### src/hw/tcu8_regs.vh
`ifndef TCU8_REGS_VH
`define TCU8_REGS_VH

`define TCU_ADDR_W      4
`define TCU_OFS_CTRL_A  4'h0
`define TCU_OFS_CTRL_B  4'h1
`define TCU_OFS_COUNT   4'h2
`define TCU_OFS_CMP_A   4'h3
`define TCU_OFS_CMP_B   4'h4
`define TCU_OFS_FLAGS   4'h5
`define TCU_OFS_IRQ_EN  4'h6
`define TCU_OFS_ASYNC   4'h7

// Control A: [7:6] output mode A, [5:4] output mode B, [1:0] waveform mode bits 1:0
`define TCU_CA_COMA_HI  7
`define TCU_CA_COMA_LO  6
`define TCU_CA_COMB_HI  5
`define TCU_CA_COMB_LO  4
`define TCU_CA_WGM1     1
`define TCU_CA_WGM0     0
// Control B: [3] waveform mode bit 2, [2:0] clock source select
`define TCU_CB_WGM2     3
`define TCU_CB_CS_HI    2
`define TCU_CB_CS_LO    0
// Flags and enables: [2] compare B, [1] compare A, [0] overflow
`define TCU_FL_CMPB     2
`define TCU_FL_CMPA     1
`define TCU_FL_OVF      0
`define TCU_AS_SEL      5

`define TCU_BOTTOM      8'h00
`define TCU_MAX         8'hff
`define TCU_RST_BYTE    8'h00

`define TCU_WGM_NORMAL  3'h0
`define TCU_WGM_PCPWM   3'h1
`define TCU_WGM_CTC     3'h2
`define TCU_WGM_FAST    3'h3
`define TCU_WGM_PCPWM_A 3'h5
`define TCU_WGM_FAST_A  3'h7

`endif

### src/hw/tcu8_timer.v
`timescale 1ns/1ps
`default_nettype none
`include "tcu8_regs.vh"

module tcu8_timer (
	// Clock and reset
	input  wire       i_clk,
	input  wire       i_rst_n,
	// Register port
	input  wire [3:0] i_addr,
	input  wire [7:0] i_wdata,
	input  wire       i_wr,
	input  wire       i_rd,
	output reg  [7:0] o_rdata,
	// Tick sources, one-cycle enables
	input  wire       i_io_tick,
	input  wire       i_xtal_tick,
	// Interrupt acknowledge, one-cycle pulses
	input  wire       i_ack_ovf,
	input  wire       i_ack_cmpa,
	input  wire       i_ack_cmpb,
	// Interrupt requests
	output reg        o_irq_ovf,
	output reg        o_irq_cmpa,
	output reg        o_irq_cmpb,
	// Waveform generator side
	output reg        o_match_a,
	output reg        o_match_b,
	output reg        o_top,
	output reg        o_max,
	output reg        o_bottom,
	output reg  [2:0] o_wave_mode,
	output reg  [1:0] o_cmp_mode_a,
	output reg  [1:0] o_cmp_mode_b,
	output reg        o_count_up
);
	reg  [7:0] ctrl_a_ff;
	reg  [7:0] ctrl_b_ff;
	reg  [7:0] count_ff;
	reg  [7:0] cmp_a_ff;
	reg  [7:0] cmp_b_ff;
	reg  [2:0] flags_ff;
	reg  [2:0] irq_en_ff;
	reg        async_ff;
	reg        up_ff;
	reg  [1:0] match_pend_ff;
	reg  [7:0] nxt_count;
	reg        nxt_up;
	reg  [2:0] nxt_flags;
	reg        ovf_evt;
	wire       tick;
	wire [1:0] match;
	wire [2:0] wgm;
	wire [7:0] top_val;
	wire       at_top;
	wire       at_bot;
	wire       dual_slope;
	wire       clear_on_top;
	wire       wr_cnt;

	assign wgm = {ctrl_b_ff[`TCU_CB_WGM2], ctrl_a_ff[`TCU_CA_WGM1], ctrl_a_ff[`TCU_CA_WGM0]};
	// Ceiling from compare A only in the CTC and "_A" variants
	assign top_val = (wgm == `TCU_WGM_CTC || wgm == `TCU_WGM_PCPWM_A || wgm == `TCU_WGM_FAST_A)
		? cmp_a_ff : `TCU_MAX;
	assign at_top       = (count_ff == top_val);
	assign at_bot       = (count_ff == `TCU_BOTTOM);
	assign dual_slope   = (wgm == `TCU_WGM_PCPWM) || (wgm == `TCU_WGM_PCPWM_A);
	assign clear_on_top = (wgm == `TCU_WGM_CTC) || (wgm == `TCU_WGM_FAST) || (wgm == `TCU_WGM_FAST_A);
	assign wr_cnt       = i_wr && (i_addr == `TCU_OFS_COUNT);

	tcu8_tick_sel u_tick (
		.i_clk       (i_clk),
		.i_rst_n     (i_rst_n),
		.i_async_sel (async_ff),
		.i_cs        (ctrl_b_ff[`TCU_CB_CS_HI:`TCU_CB_CS_LO]),
		.i_io_tick   (i_io_tick),
		.i_xtal_tick (i_xtal_tick),
		.o_tick      (tick)
	);

	tcu8_compare #(.W(8), .N(2)) u_cmp (
		.i_count (count_ff),
		.i_cmp   ({cmp_b_ff, cmp_a_ff}),
		.o_match (match)
	);

	// Count sequence
	always @* begin
		nxt_count = count_ff;
		nxt_up    = up_ff;
		ovf_evt   = 1'b0;
		if (wr_cnt) begin
			nxt_count = i_wdata;
		end else if (tick) begin
			if (dual_slope) begin
				if (up_ff && at_top) begin
					nxt_up    = 1'b0;
					nxt_count = count_ff - 8'h01;
				end else if (!up_ff && at_bot) begin
					nxt_up    = 1'b1;
					nxt_count = count_ff + 8'h01;
				end else if (up_ff) begin
					nxt_count = count_ff + 8'h01;
				end else begin
					nxt_count = count_ff - 8'h01;
				end
				ovf_evt = at_bot;
			end else if (clear_on_top && at_top) begin
				nxt_count = `TCU_BOTTOM;
				nxt_up    = 1'b1;
				ovf_evt   = (wgm != `TCU_WGM_CTC);
			end else begin
				nxt_count = count_ff + 8'h01;
				nxt_up    = 1'b1;
				ovf_evt   = (count_ff == `TCU_MAX);
			end
		end
	end

	// Flags: hardware set beats acknowledge and write-one clear
	always @* begin
		nxt_flags = flags_ff;
		if (i_ack_ovf)
			nxt_flags[`TCU_FL_OVF] = 1'b0;
		if (i_ack_cmpa)
			nxt_flags[`TCU_FL_CMPA] = 1'b0;
		if (i_ack_cmpb)
			nxt_flags[`TCU_FL_CMPB] = 1'b0;
		if (i_wr && i_addr == `TCU_OFS_FLAGS)
			nxt_flags = nxt_flags & ~i_wdata[2:0];
		if (ovf_evt)
			nxt_flags[`TCU_FL_OVF] = 1'b1;
		// A match still standing at the tick counts as well, so back-to-back ticks work
		if (tick && (match_pend_ff[0] || match[0]))
			nxt_flags[`TCU_FL_CMPA] = 1'b1;
		if (tick && (match_pend_ff[1] || match[1]))
			nxt_flags[`TCU_FL_CMPB] = 1'b1;
	end

	always @(posedge i_clk) begin
		if (!i_rst_n) begin
			ctrl_a_ff     <= `TCU_RST_BYTE;
			ctrl_b_ff     <= `TCU_RST_BYTE;
			count_ff      <= `TCU_RST_BYTE;
			cmp_a_ff      <= `TCU_RST_BYTE;
			cmp_b_ff      <= `TCU_RST_BYTE;
			flags_ff      <= 3'h0;
			irq_en_ff     <= 3'h0;
			async_ff      <= 1'b0;
			up_ff         <= 1'b1;
			match_pend_ff <= 2'h0;
		end else begin
			count_ff  <= nxt_count;
			up_ff     <= nxt_up;
			flags_ff  <= nxt_flags;
			// Match is latched until the next tick, then consumed, so an old count cannot set the flag twice
			if (tick)
				match_pend_ff <= 2'h0;
			else
				match_pend_ff <= match_pend_ff | match;
			if (i_wr) begin
				case (i_addr)
					`TCU_OFS_CTRL_A: ctrl_a_ff <= i_wdata;
					`TCU_OFS_CTRL_B: ctrl_b_ff <= i_wdata;
					`TCU_OFS_CMP_A:  cmp_a_ff  <= i_wdata;
					`TCU_OFS_CMP_B:  cmp_b_ff  <= i_wdata;
					`TCU_OFS_IRQ_EN: irq_en_ff <= i_wdata[2:0];
					`TCU_OFS_ASYNC:  async_ff  <= i_wdata[`TCU_AS_SEL];
					default: ;
				endcase
			end
		end
	end

	// Registered outputs
	always @(posedge i_clk) begin
		if (!i_rst_n) begin
			o_rdata      <= 8'h00;
			o_irq_ovf    <= 1'b0;
			o_irq_cmpa   <= 1'b0;
			o_irq_cmpb   <= 1'b0;
			o_match_a    <= 1'b0;
			o_match_b    <= 1'b0;
			o_top        <= 1'b0;
			o_max        <= 1'b0;
			o_bottom     <= 1'b0;
			o_wave_mode  <= 3'h0;
			o_cmp_mode_a <= 2'h0;
			o_cmp_mode_b <= 2'h0;
			o_count_up   <= 1'b1;
		end else begin
			o_irq_ovf    <= flags_ff[`TCU_FL_OVF] & irq_en_ff[`TCU_FL_OVF] & ~i_ack_ovf;
			o_irq_cmpa   <= flags_ff[`TCU_FL_CMPA] & irq_en_ff[`TCU_FL_CMPA] & ~i_ack_cmpa;
			o_irq_cmpb   <= flags_ff[`TCU_FL_CMPB] & irq_en_ff[`TCU_FL_CMPB] & ~i_ack_cmpb;
			o_match_a    <= match[0];
			o_match_b    <= match[1];
			o_top        <= at_top;
			o_max        <= (count_ff == `TCU_MAX);
			o_bottom     <= at_bot;
			o_wave_mode  <= wgm;
			// Mode zero is passed through as is; the generator treats it as no action
			o_cmp_mode_a <= ctrl_a_ff[`TCU_CA_COMA_HI:`TCU_CA_COMA_LO];
			o_cmp_mode_b <= ctrl_a_ff[`TCU_CA_COMB_HI:`TCU_CA_COMB_LO];
			o_count_up   <= up_ff;
			o_rdata      <= 8'h00;
			if (i_rd) begin
				case (i_addr)
					`TCU_OFS_CTRL_A: o_rdata <= ctrl_a_ff;
					`TCU_OFS_CTRL_B: o_rdata <= ctrl_b_ff;
					`TCU_OFS_COUNT:  o_rdata <= count_ff;
					`TCU_OFS_CMP_A:  o_rdata <= cmp_a_ff;
					`TCU_OFS_CMP_B:  o_rdata <= cmp_b_ff;
					`TCU_OFS_FLAGS:  o_rdata <= {5'h00, flags_ff};
					`TCU_OFS_IRQ_EN: o_rdata <= {5'h00, irq_en_ff};
					`TCU_OFS_ASYNC:  o_rdata <= {2'h0, async_ff, 5'h00};
					default:         o_rdata <= 8'h00;
				endcase
			end
		end
	end
endmodule // tcu8_timer
`default_nettype wire

### src/hw/tcu8_tick_sel.v
`timescale 1ns/1ps
`default_nettype none
`include "tcu8_regs.vh"

module tcu8_tick_sel (
	// Clock and reset
	input  wire       i_clk,
	input  wire       i_rst_n,
	// Selection
	input  wire       i_async_sel,
	input  wire [2:0] i_cs,
	// Tick sources
	input  wire       i_io_tick,
	input  wire       i_xtal_tick,
	// Result
	output reg        o_tick
);
	// Crystal tick arrives already aligned to i_clk, so a plain mux suffices
	wire src_tick = i_async_sel ? i_xtal_tick : i_io_tick;

	always @(posedge i_clk) begin
		if (!i_rst_n) begin
			o_tick <= 1'b0;
		end else begin
			o_tick <= (i_cs != 3'h0) & src_tick;
		end
	end
endmodule // tcu8_tick_sel
`default_nettype wire

### src/hw/tcu8_compare.v
`timescale 1ns/1ps
`default_nettype none

module tcu8_compare #(
	parameter W = 8,
	parameter N = 2
) (
	// Count and compare values
	input  wire [W-1:0]   i_count,
	input  wire [N*W-1:0] i_cmp,
	// Matches
	output wire [N-1:0]   o_match
);
	genvar g;
	generate
		for (g = 0; g < N; g = g + 1) begin : g_ch
			assign o_match[g] = (i_count == i_cmp[g*W +: W]);
		end
	endgenerate
endmodule // tcu8_compare
`default_nettype wire

### config.mk
export PLATFORM = sky130hd
export DESIGN_NAME = tcu8_timer
export DESIGN_NICKNAME = d
export VERILOG_FILES = /design/src/hw/tcu8_timer.v /design/src/hw/tcu8_tick_sel.v /design/src/hw/tcu8_compare.v
export VERILOG_INCLUDE_DIRS = /design/src /design/src/hw
export SDC_FILE = /design/constraint.sdc
export NUM_CORES = 1
export LEC_CHECK = 0
export ABC_AREA = 0
export BUFFER_PORTS_ARGS = -buffer_cell sky130_fd_sc_hd__buf_2
export CAP_MARGIN = 0
export CORE_UTILIZATION = 63
export DETAILED_ROUTE_END_ITERATION = 8
export HOLD_SLACK_MARGIN = 0.06
export PLACE_DENSITY = 0.85
export SETUP_SLACK_MARGIN = 0.15
export SYNTH_ARGS = -nofsm -noshare
export SYNTH_HDL_FRONTEND = slang
export SYNTH_SLANG_ARGS = --single-unit
### constraint.sdc
create_clock -name i_clk -period 6.31 [get_ports i_clk]
set_clock_uncertainty 0.15 [all_clocks]
set_input_delay 0.9465 -clock i_clk [delete_from_list [all_inputs] [get_ports i_clk]]
set_output_delay 0.9465 -clock i_clk [all_outputs]
set_load 0.02 [all_outputs]
# --- After elaboration in Yosys (flattened, before gate mapping) ---
# Index checks and enable logic that the tools add are counted.
word_totals:
  regBits: 75
  in_bits: 21
  out_inout_bits: 24
  elab_cells: 111
op_classes:
  n_addsub: 2
  n_eq_ne: 18
  n_mux: 24
  bitwise: 15
  reduce_logical: 28
ops:
  columns: ["cell", "n"]
  rows:
  - ["$mux 8", 8]
  - ["$pmux 8 s8", 1]
  - ["$eq 8x8->1", 3]
  - ["$eq 4x3->1 const B", 4]
  - ["$mux 1", 14]
  - ["$reduce_and 2->1", 7]
  - ["$add 8x1->8 const B", 1]
  - ["$eq 4x2->1 const B", 2]
  - ["$eq 8x8->1 const B", 1]
  - ["$logic_not 8->1", 1]
  - ["$sub 8x1->8 const B", 1]
  - ["$and 1x1->1", 7]
  - ["$logic_and 1x1->1", 7]
  - ["$logic_or 1x1->1", 7]
  - ["$eq 3x2->1 const B", 2]
  - ["$eq 3x3->1 const B", 2]
  - ["$not 1->1", 5]
  - ["$eq 4x1->1 const B", 1]
  - ["$logic_not 4->1", 1]
  - ["$and 3x3->3", 1]
  - ["$eq 3x1->1 const B", 1]
  - ["$mux 3", 1]
  - ["$ne 3x1->1 const B", 1]
  - ["$ne 3x2->1 const B", 1]
  - ["other kinds (7)", 7]

# --- Logic depth before layout (Yosys ltp) ---
# Gate-level depths: netlist (run 1).
depth:
  depth_word: 11
  depth_mapped: 9
  depth_no_buf: 8

# --- By module ---
# From an unflattened synthesis (run 1), not the netlist that was laid out.
hier_totals:
  cells_unflattened: 484
  area_unflattened_um2: 4102.7
by_module_without_submodules:
  columns: ["mod", "n_inst", "cells_per_inst", "area_each_um2", "seq_area_each_um2"]
  rows:
  - ["tcu8_timer", 1, 459, 3888.7, 1481.4]
  - ["tcu8_compare", 1, 22, 172.7, 0.0]
  - ["tcu8_tick_sel", 1, 3, 41.3, 20.0]

# --- Worst setup path before layout (run 1) ---
# Ideal clock, no wire load.
synth_timing:
  kind: "in2reg"
  start: "input i_addr[1]"
  end: "register flags_ff[0]"
  setup_ns: 0.122
  t_arrival_ns: 2.446
  required_ns: 6.038
  slack_ns: 3.592
  path_stages: 7
  n_path_buf: 1
  path_cell_list: "clkbuf_1 -> nor4b_2 -> nand2_1 -> nand2_2 -> a21oi_1 -> a21o_1 -> o311a_1"
synth_between:
  elab_chain_cells: 4
  elab_cells_between_ends: 7
  cone_classes: "eq/ne: 2; mux: 3; reduce/logical: 2"
synth_rtl:
  columns: ["item", "line", "source"]
  rows:
  - ["start, declared", "tcu8_timer.v:10", "input wire [3:0] i_addr,"]
  - ["$eq 4x3->1 / $eq 4x2->1 (equally long branches)", null, null]
  - ["$logic_and 1x1->1, on equally long branches", null, null]
  - ["$mux 3 / $mux 1 (equally long branches)", "tcu8_timer.v:129, tcu8_timer.v:92", null]
  - ["$mux 1 *", "tcu8_timer.v:131", "if (ovf_evt)"]
  - ["end signal, assigned", "tcu8_timer.v:155", "flags_ff <= nxt_flags;"]
  - ["end, declared", "tcu8_timer.v:42", "reg [2:0] flags_ff;"]
# Every way passes the cells marked *; elsewhere a longest branch is shown, timed or not.
# A chain may end at the register's enable or synchronous reset.

# --- Final worst setup path (run 1) ---
layout_timing:
  start: "input i_addr[0]"
  end: "register flags_ff[0]"
# The elaborated chain is that of the path after synthesis.

==> results of run 1 <==
==> final timing paths <==
kind	startpoint	to	cells past startpoint
setup reg to reg	count_ff[3]	count_ff[3]	6
hold reg to reg	ctrl_b_ff[4]	ctrl_b_ff[4]	2
hold / removal	ctrl_b_ff[4]	ctrl_b_ff[4]	2
setup / recovery	i_addr[0]	flags_ff[0]	7
==> synthesized netlist by cell type (2+ instances only) <==
library cell | n | area, um2
a21oi_1 | 49 | 245
a221oi_1 | 3 | 26.3
a222oi_1 | 2 | 20.0
a22oi_1 | 14 | 105
a311oi_1 | 4 | 35.0
a31oi_1 | 9 | 56.3
and2_1 | 6 | 37.5
and4b_1 | 2 | 20.0
buf_2 | 7 | 35.0
clkbuf_1 | 24 | 90.1
dfxtp_1 | 75 | 1500
ha_1 | 3 | 37.5
inv_1 | 11 | 41.3
mux2i_1 | 12 | 120
nand2_1 | 63 | 236
nand2b_1 | 6 | 37.5
nand3_1 | 41 | 205
nand3b_1 | 8 | 60.1
nand4_1 | 4 | 25.0
nor2_1 | 28 | 105
nor2b_1 | 4 | 25.0
nor3_1 | 12 | 60.1
nor4_1 | 6 | 37.5
o211ai_1 | 4 | 30.0
o21ai_0 | 13 | 65.1
o22ai_1 | 2 | 12.5
or3_1 | 8 | 50.1
or4b_1 | 2 | 20.0
xnor2_1 | 18 | 158
xor2_1 | 2 | 17.5
==> state kept, by name, indices dropped and copies added (netlist names), 2 cells and up <==
| signal | count |
|---|---|
| o_wave_mode | 3 |
| o_rdata | 8 |
| o_cmp_mode_b | 2 |
| match_pend_ff | 2 |
| cmp_a_ff | 8 |
| o_cmp_mode_a | 2 |
| count_ff | 8 |
| ctrl_b_ff | 8 |
| irq_en_ff | 3 |
| flags_ff | 3 |
| ctrl_a_ff | 8 |
| cmp_b_ff | 8 |
==> stage by stage <==
step	power, mW	area, um2	util [%]	setup WS (ns)
global placement	0.586	4060	68.9	3.21
floorplan	0.557	3830	-	3.59
CTS	0.933	4240	72.0	3.47
finish	0.933	4240	72.0	3.39
global route	0.963	4240	72.0	3.17
detailed placement	0.587	4060	68.9	3.11
==> kinds of logic (layout without fill, tap and decap cells) <==
| logic type | Yosys count | in the layout |
|---|---|---|
| and+or+nand+nor | 201 | 201 |
| AOI/OAI and AO/OA | 116 | 116 |
| DFF | 75 | 75 |
| buffers and inverters | 44 | 77 |
| xor gates and xnor gates | 20 | 20 |
| muxes | 12 | 12 |
| adders and majority gates | 3 | 3 |
==> per-layer routing <==
metal  vias up  share of wire, %  track usage (%)
met1      1780                43             50.6
met4         0               2.1             15.2
met3        33                11             6.74
met5         -                 0                0
li1       1756                 -                -
met2       258                45             52.1
==> worst max-delay path, stage by stage <==
cell and delay, ns:
buf_2 0.20, nor4b_2 0.80, nand2_1 0.37, nand2_2 0.29, a21oi_1 0.10, a21o_1 0.20
o311a_1 0.12
==> final cells by class <==
type | instances | share of cell area (%)
Clock buffer | 9 | 2.92
Timing Repair Buffer | 49 | 6.08
Multi-Input combinational cell | 352 | 50.9
Clock inverter | 7 | 1.45
Sequential cell | 75 | 35.4
Inverter | 12 | 1.06
Tap cell | 75 | 2.21
==> power by group <==
part	switching, mW	leakage [nW]	internal (mW)	total, mW
combinational	0.0595	0.847	0.0290	0.0885
clock	0.204	0.0936	0.150	0.354
sequential	0.00876	0.607	0.482	0.490
total	0.272	1.55	0.661	0.933
==> impl_results.md, run 1 <==
* Largest family of logic cells by synthesized area: simple AND/OR/NAND/NOR gates
* Most common cell after layout, fill and taps aside: dfxtp_1
* Peak VDD IR at 195 uV
* Worst path required time at 6.41 ns
* Crit path kind: input pin to register
* Row count at 28
* Slew margin rel. at 42.6%
* Synthesis-stage register bit count at 75
* Total of warnings raised by yosys at 0
* Area grow syn2layout at 10.8%
* Initial drt markers at 406
* Startpoint Class: input pin
* Fin crit share at 46.3%
* Inst Count DP at 563
* Final Hold Viols at 0
* CTS tree: built
* Drt pass-1 iters at 5
* Least-Margin Pin Slew at 0.858 ns
* Post-synthesis mux area share at 3.14%
* Clock Path Buffers at 2
* First-pass GRT wire length at 16900 um
* Via density at 6.61
* Netlist cell types at 59
* Max Slew Vio Count at 0
* Tmin final at 2.92 ns
* Asr flop ratio synth at 0%
* Fill cells at 465
* Nets at 523
* CORE AREA at 5890 um2
* Main synth FF type: dfxtp_1
* DRC at 0
* Post-route ant nets at 0
* Sequential Area at 1500 um2
* Max Fanout on Critical Path at 15
* Die area at 6390 um2
* Initial Util at 65.0%
* N_diodes at 0
* Number of synthesized flops with an enable pin at 0
* Setup bufs post-CTS at 0
* Layout cells sized above 1 at 15.7%
* H-tree Lvls at 3
* TritonCTS buffer count at 9
* Max-cap viol count at 0
* Via count at 3827
* Initial antenna violation count at 0
* Post-synthesis sequential area ratio at 39.2%
* Final Wtd Congestion at 0.933
* Max Freq at 0.342 GHz
* Post-Syn Nets at 495
* Largest net degree at the start of global routing at 53
* Clock transition at path regs at 0.09 ns
* Synthesized cell area at 3830 um2
* Vias in the first global route at 3295
* Critical Path Sink Type: register
* DR WL/cell at 18.9 um
* Boundary pin count at 45
* RSZ-0062 raised after global routing: false
* Routed WL at 11000 um
* Simple-gate portion of the synthesized area at 26.8%
* Worst path arrival time at 3.03 ns
* Synth Area in Adders at 0.981%
* Width of the die at 79.9 um
* Post-Syn Area per Cell at 8.13 um2
* Hold Crit Class: register to register
* Syn Inst Count at 471
* Total Routing Usage GR at 35.6%
* Clock sink total at 75
* Setup TNS at 0 ns
* Non-Filler Instances at 579
* Status: finished clean
* PwrDens at 220 nW/um2
* WHS at 0.318 ns
* Multi-input logic area at 2160 um2
* Final Setup Violations at 0
* Most frequent cells in the layout: dfxtp_1 (75), nand2_1 (63), a21oi_1 (49)
* GRT Residual Overflow at 0
* CTS root buffer: clkbuf_8
* Post-CTS Resized at 0
* Clock latency on the worst-skew pair at 0.37 ns
* Static leakage power at 1.55 nW
* Die Y at 79.9 um
* Compound-cell area share of the yosys netlist at 20.6%
* DP Wirelength at 7590 um
* Synth Area in XOR/XNOR at 4.58%
* Port-buffer cells at 44
* Hold buffer count at cts at 0
* Register-to-register setup slack at 3.41 ns
No activity file was read; power rests on OpenSTA's default activity.
==> run 2: changes to the inputs <==
ABC_AREA = 1   (was 0)
CORE_UTILIZATION = 58   (was 63)
PLACE_DENSITY = 0.79   (was 0.85)
clock period = 3 ns   (was 6.31 ns; I/O delays follow)
==> impl_results.md, run 2 <==
* Routed WL at 10200 um
* Synthesized cell area at 3840 um2
* Nets at 599
* Via density at 5.65
* Crit path kind: register to register
* Final Hold Viols at 0
* DRC at 0
* Critical Path Sink Type: register
* Width of the die at 83.3 um
* Most frequent cells in the layout: nand2_1 (96), inv_1 (75), dfxtp_1 (75)
* Max Slew Vio Count at 0
* CORE AREA at 6390 um2
* Post-Syn Area per Cell at 7.16 um2
* Total of warnings raised by yosys at 0
* Top routing layer in use: met4
* Max-cap viol count at 0
* Area grow syn2layout at 11.2%
* Status: finished clean
* Post-synth top cells: nand2_1 (96), dfxtp_1 (75), inv_1 (75)
* Final Wtd Congestion at 0.928
* Placed cell area at 4080 um2
* Non-Filler Instances at 657
* CTS root buffer: clkbuf_8
* Worst path required time at 3.12 ns
* Setup TNS at 0 ns
* DR WL met3 at 825 um
* WHS at 0.133 ns
* Total power at 1.99 mW
* Netlist cell types at 39
* Die Y at 83.3 um
* Synthesis-stage register bit count at 75
* GRT Residual Overflow at 0
* Simple-gate portion of the synthesized area at 24.5%
* Peak VDD IR at 420 uV
* Post-synthesis sequential area ratio at 39.1%
* M1 WL at 4380 um
* N_diodes at 0
* Boundary pin count at 45
* Startpoint Class: register
* Initial drt markers at 273
* Clock Path Buffers at 2
* Port-buffer cells at 44
* Routed wl met2 at 4700 um
* Drt pass-1 iters at 5
* H-tree Lvls at 3
* Final WS setup at 0.883 ns
* Via count at 3715
* Number of synthesized flops with an enable pin at 0
* Fin crit share at 70.6%
* Synth top area cells: dfxtp_1 (39%), nand2_1 (9.4%), a21oi_1 (7.7%)
* RSZ-0062 raised after global routing: false
* Max Fanout on Critical Path at 8
* Worst path arrival time at 2.23 ns
* Tmin final at 2.12 ns
* Setup bufs post-CTS at 0
* Syn Inst Count at 536
* Yosys top cell area share at 39.1%
* Static leakage power at 1.94 nW
* PwrDens at 467 nW/um2
* Most common cell after layout, fill and taps aside: nand2_1
* TritonCTS buffer count at 9
* Total Routing Usage GR at 30.4%
* Largest net degree at the start of global routing at 50
* Post-Syn Nets at 560
* Clock sink total at 75
* Asr flop ratio synth at 0%
* Slew margin rel. at 52.3%
* Clock transition at path regs at 0.08 ns
* Main synth FF type: dfxtp_1
* CTS tree: built
* Row count at 29
* Hold path cells at 2
* First-pass GRT wire length at 16500 um
* Synth Area in Adders at 0.978%
* Hold buffer count at cts at 0
* DP Wirelength at 7480 um
* Post-route ant nets at 0
* Largest family of logic cells by synthesized area: simple AND/OR/NAND/NOR gates
* Inst Count DP at 641
* Pre-CTS setup slack at 0.880 ns
* Initial antenna violation count at 0
* Initial Util at 60.1%
* Max Freq at 0.472 GHz
* Largest area contributor in the netlist: dfxtp_1
* Cell with the most instances after synthesis: nand2_1
* Synth Area in XOR/XNOR at 4.56%
* Least-Margin Pin Slew at 0.711 ns
* Die area at 6950 um2
* Post-synthesis mux area share at 0%
* Vias in the first global route at 3305
* Util after Layout at 66.8%
* Final Setup Violations at 0
* DR WL/cell at 15.5 um
* Layout cells sized above 1 at 16.0%
* Final Cell Area at 4270 um2
* Reg2reg path depth at 12
* Post-CTS Resized at 0
* Hold Crit Class: input pin to register
* Clock latency on the worst-skew pair at 0.35 ns
* Compound-cell area share of the yosys netlist at 19.8%
## run 2: cell type report
cell class / instances / area, um2
fill: 568 / 2120
multi-input combinational: 356 / 1910
sequential: 75 / 1500
inverter: 87 / 329
timing repair buffer: 46 / 235
clock buffer: 11 / 131
tap: 77 / 96.3
clock inverter: 5 / 61.3
## run 2: critical path, cell delays in order, from the launching register on
cell and delay, ns:
dfxtp_1 0.56, inv_2 0.16, nand2_2 0.09, nand2_2 0.08
nor2_8 0.12, nand2_4 0.07, nor2_8 0.13, nand3_4 0.12
nor2_8 0.14, nand3_1 0.08, nand3_1 0.13, nand2_1 0.09
a21oi_2 0.10
## run 2: kinds of logic (layout without fill, tap and decap cells)
group / Yosys count / after routing
flip-flops: 75 / 75
AND/OR/NAND/NOR: 194 / 194
adder cells (fa/ha/maj): 3 / 3
AO/OA/AOI/OAI: 139 / 139
buffers and inverters: 105 / 149
XOR/XNOR: 20 / 20
## run 2: layer usage
layer / vias up / GRT usage, %
li1: 1827 / -
met1: 1686 / 40.6
met2: 174 / 48.4
met3: 28 / 4.97
met4: 0 / 13.8
met5: - / 0
## run 2: worst paths after layout
path,from,to,slack (ns)
min,i_ack_cmpa,o_irq_cmpa,0.13
max,count_ff[5],count_ff[1],0.88
min reg2reg,ctrl_a_ff[4],o_cmp_mode_b[0],0.28
max reg2reg,count_ff[5],count_ff[1],0.88
## run 2: report_power, final
group | total (mW) | switching (mW) | internal (mW)
Sequential | 1.03 | 0.0145 | 1.02
Clock | 0.774 | 0.386 | 0.388
Combinational | 0.188 | 0.130 | 0.0583
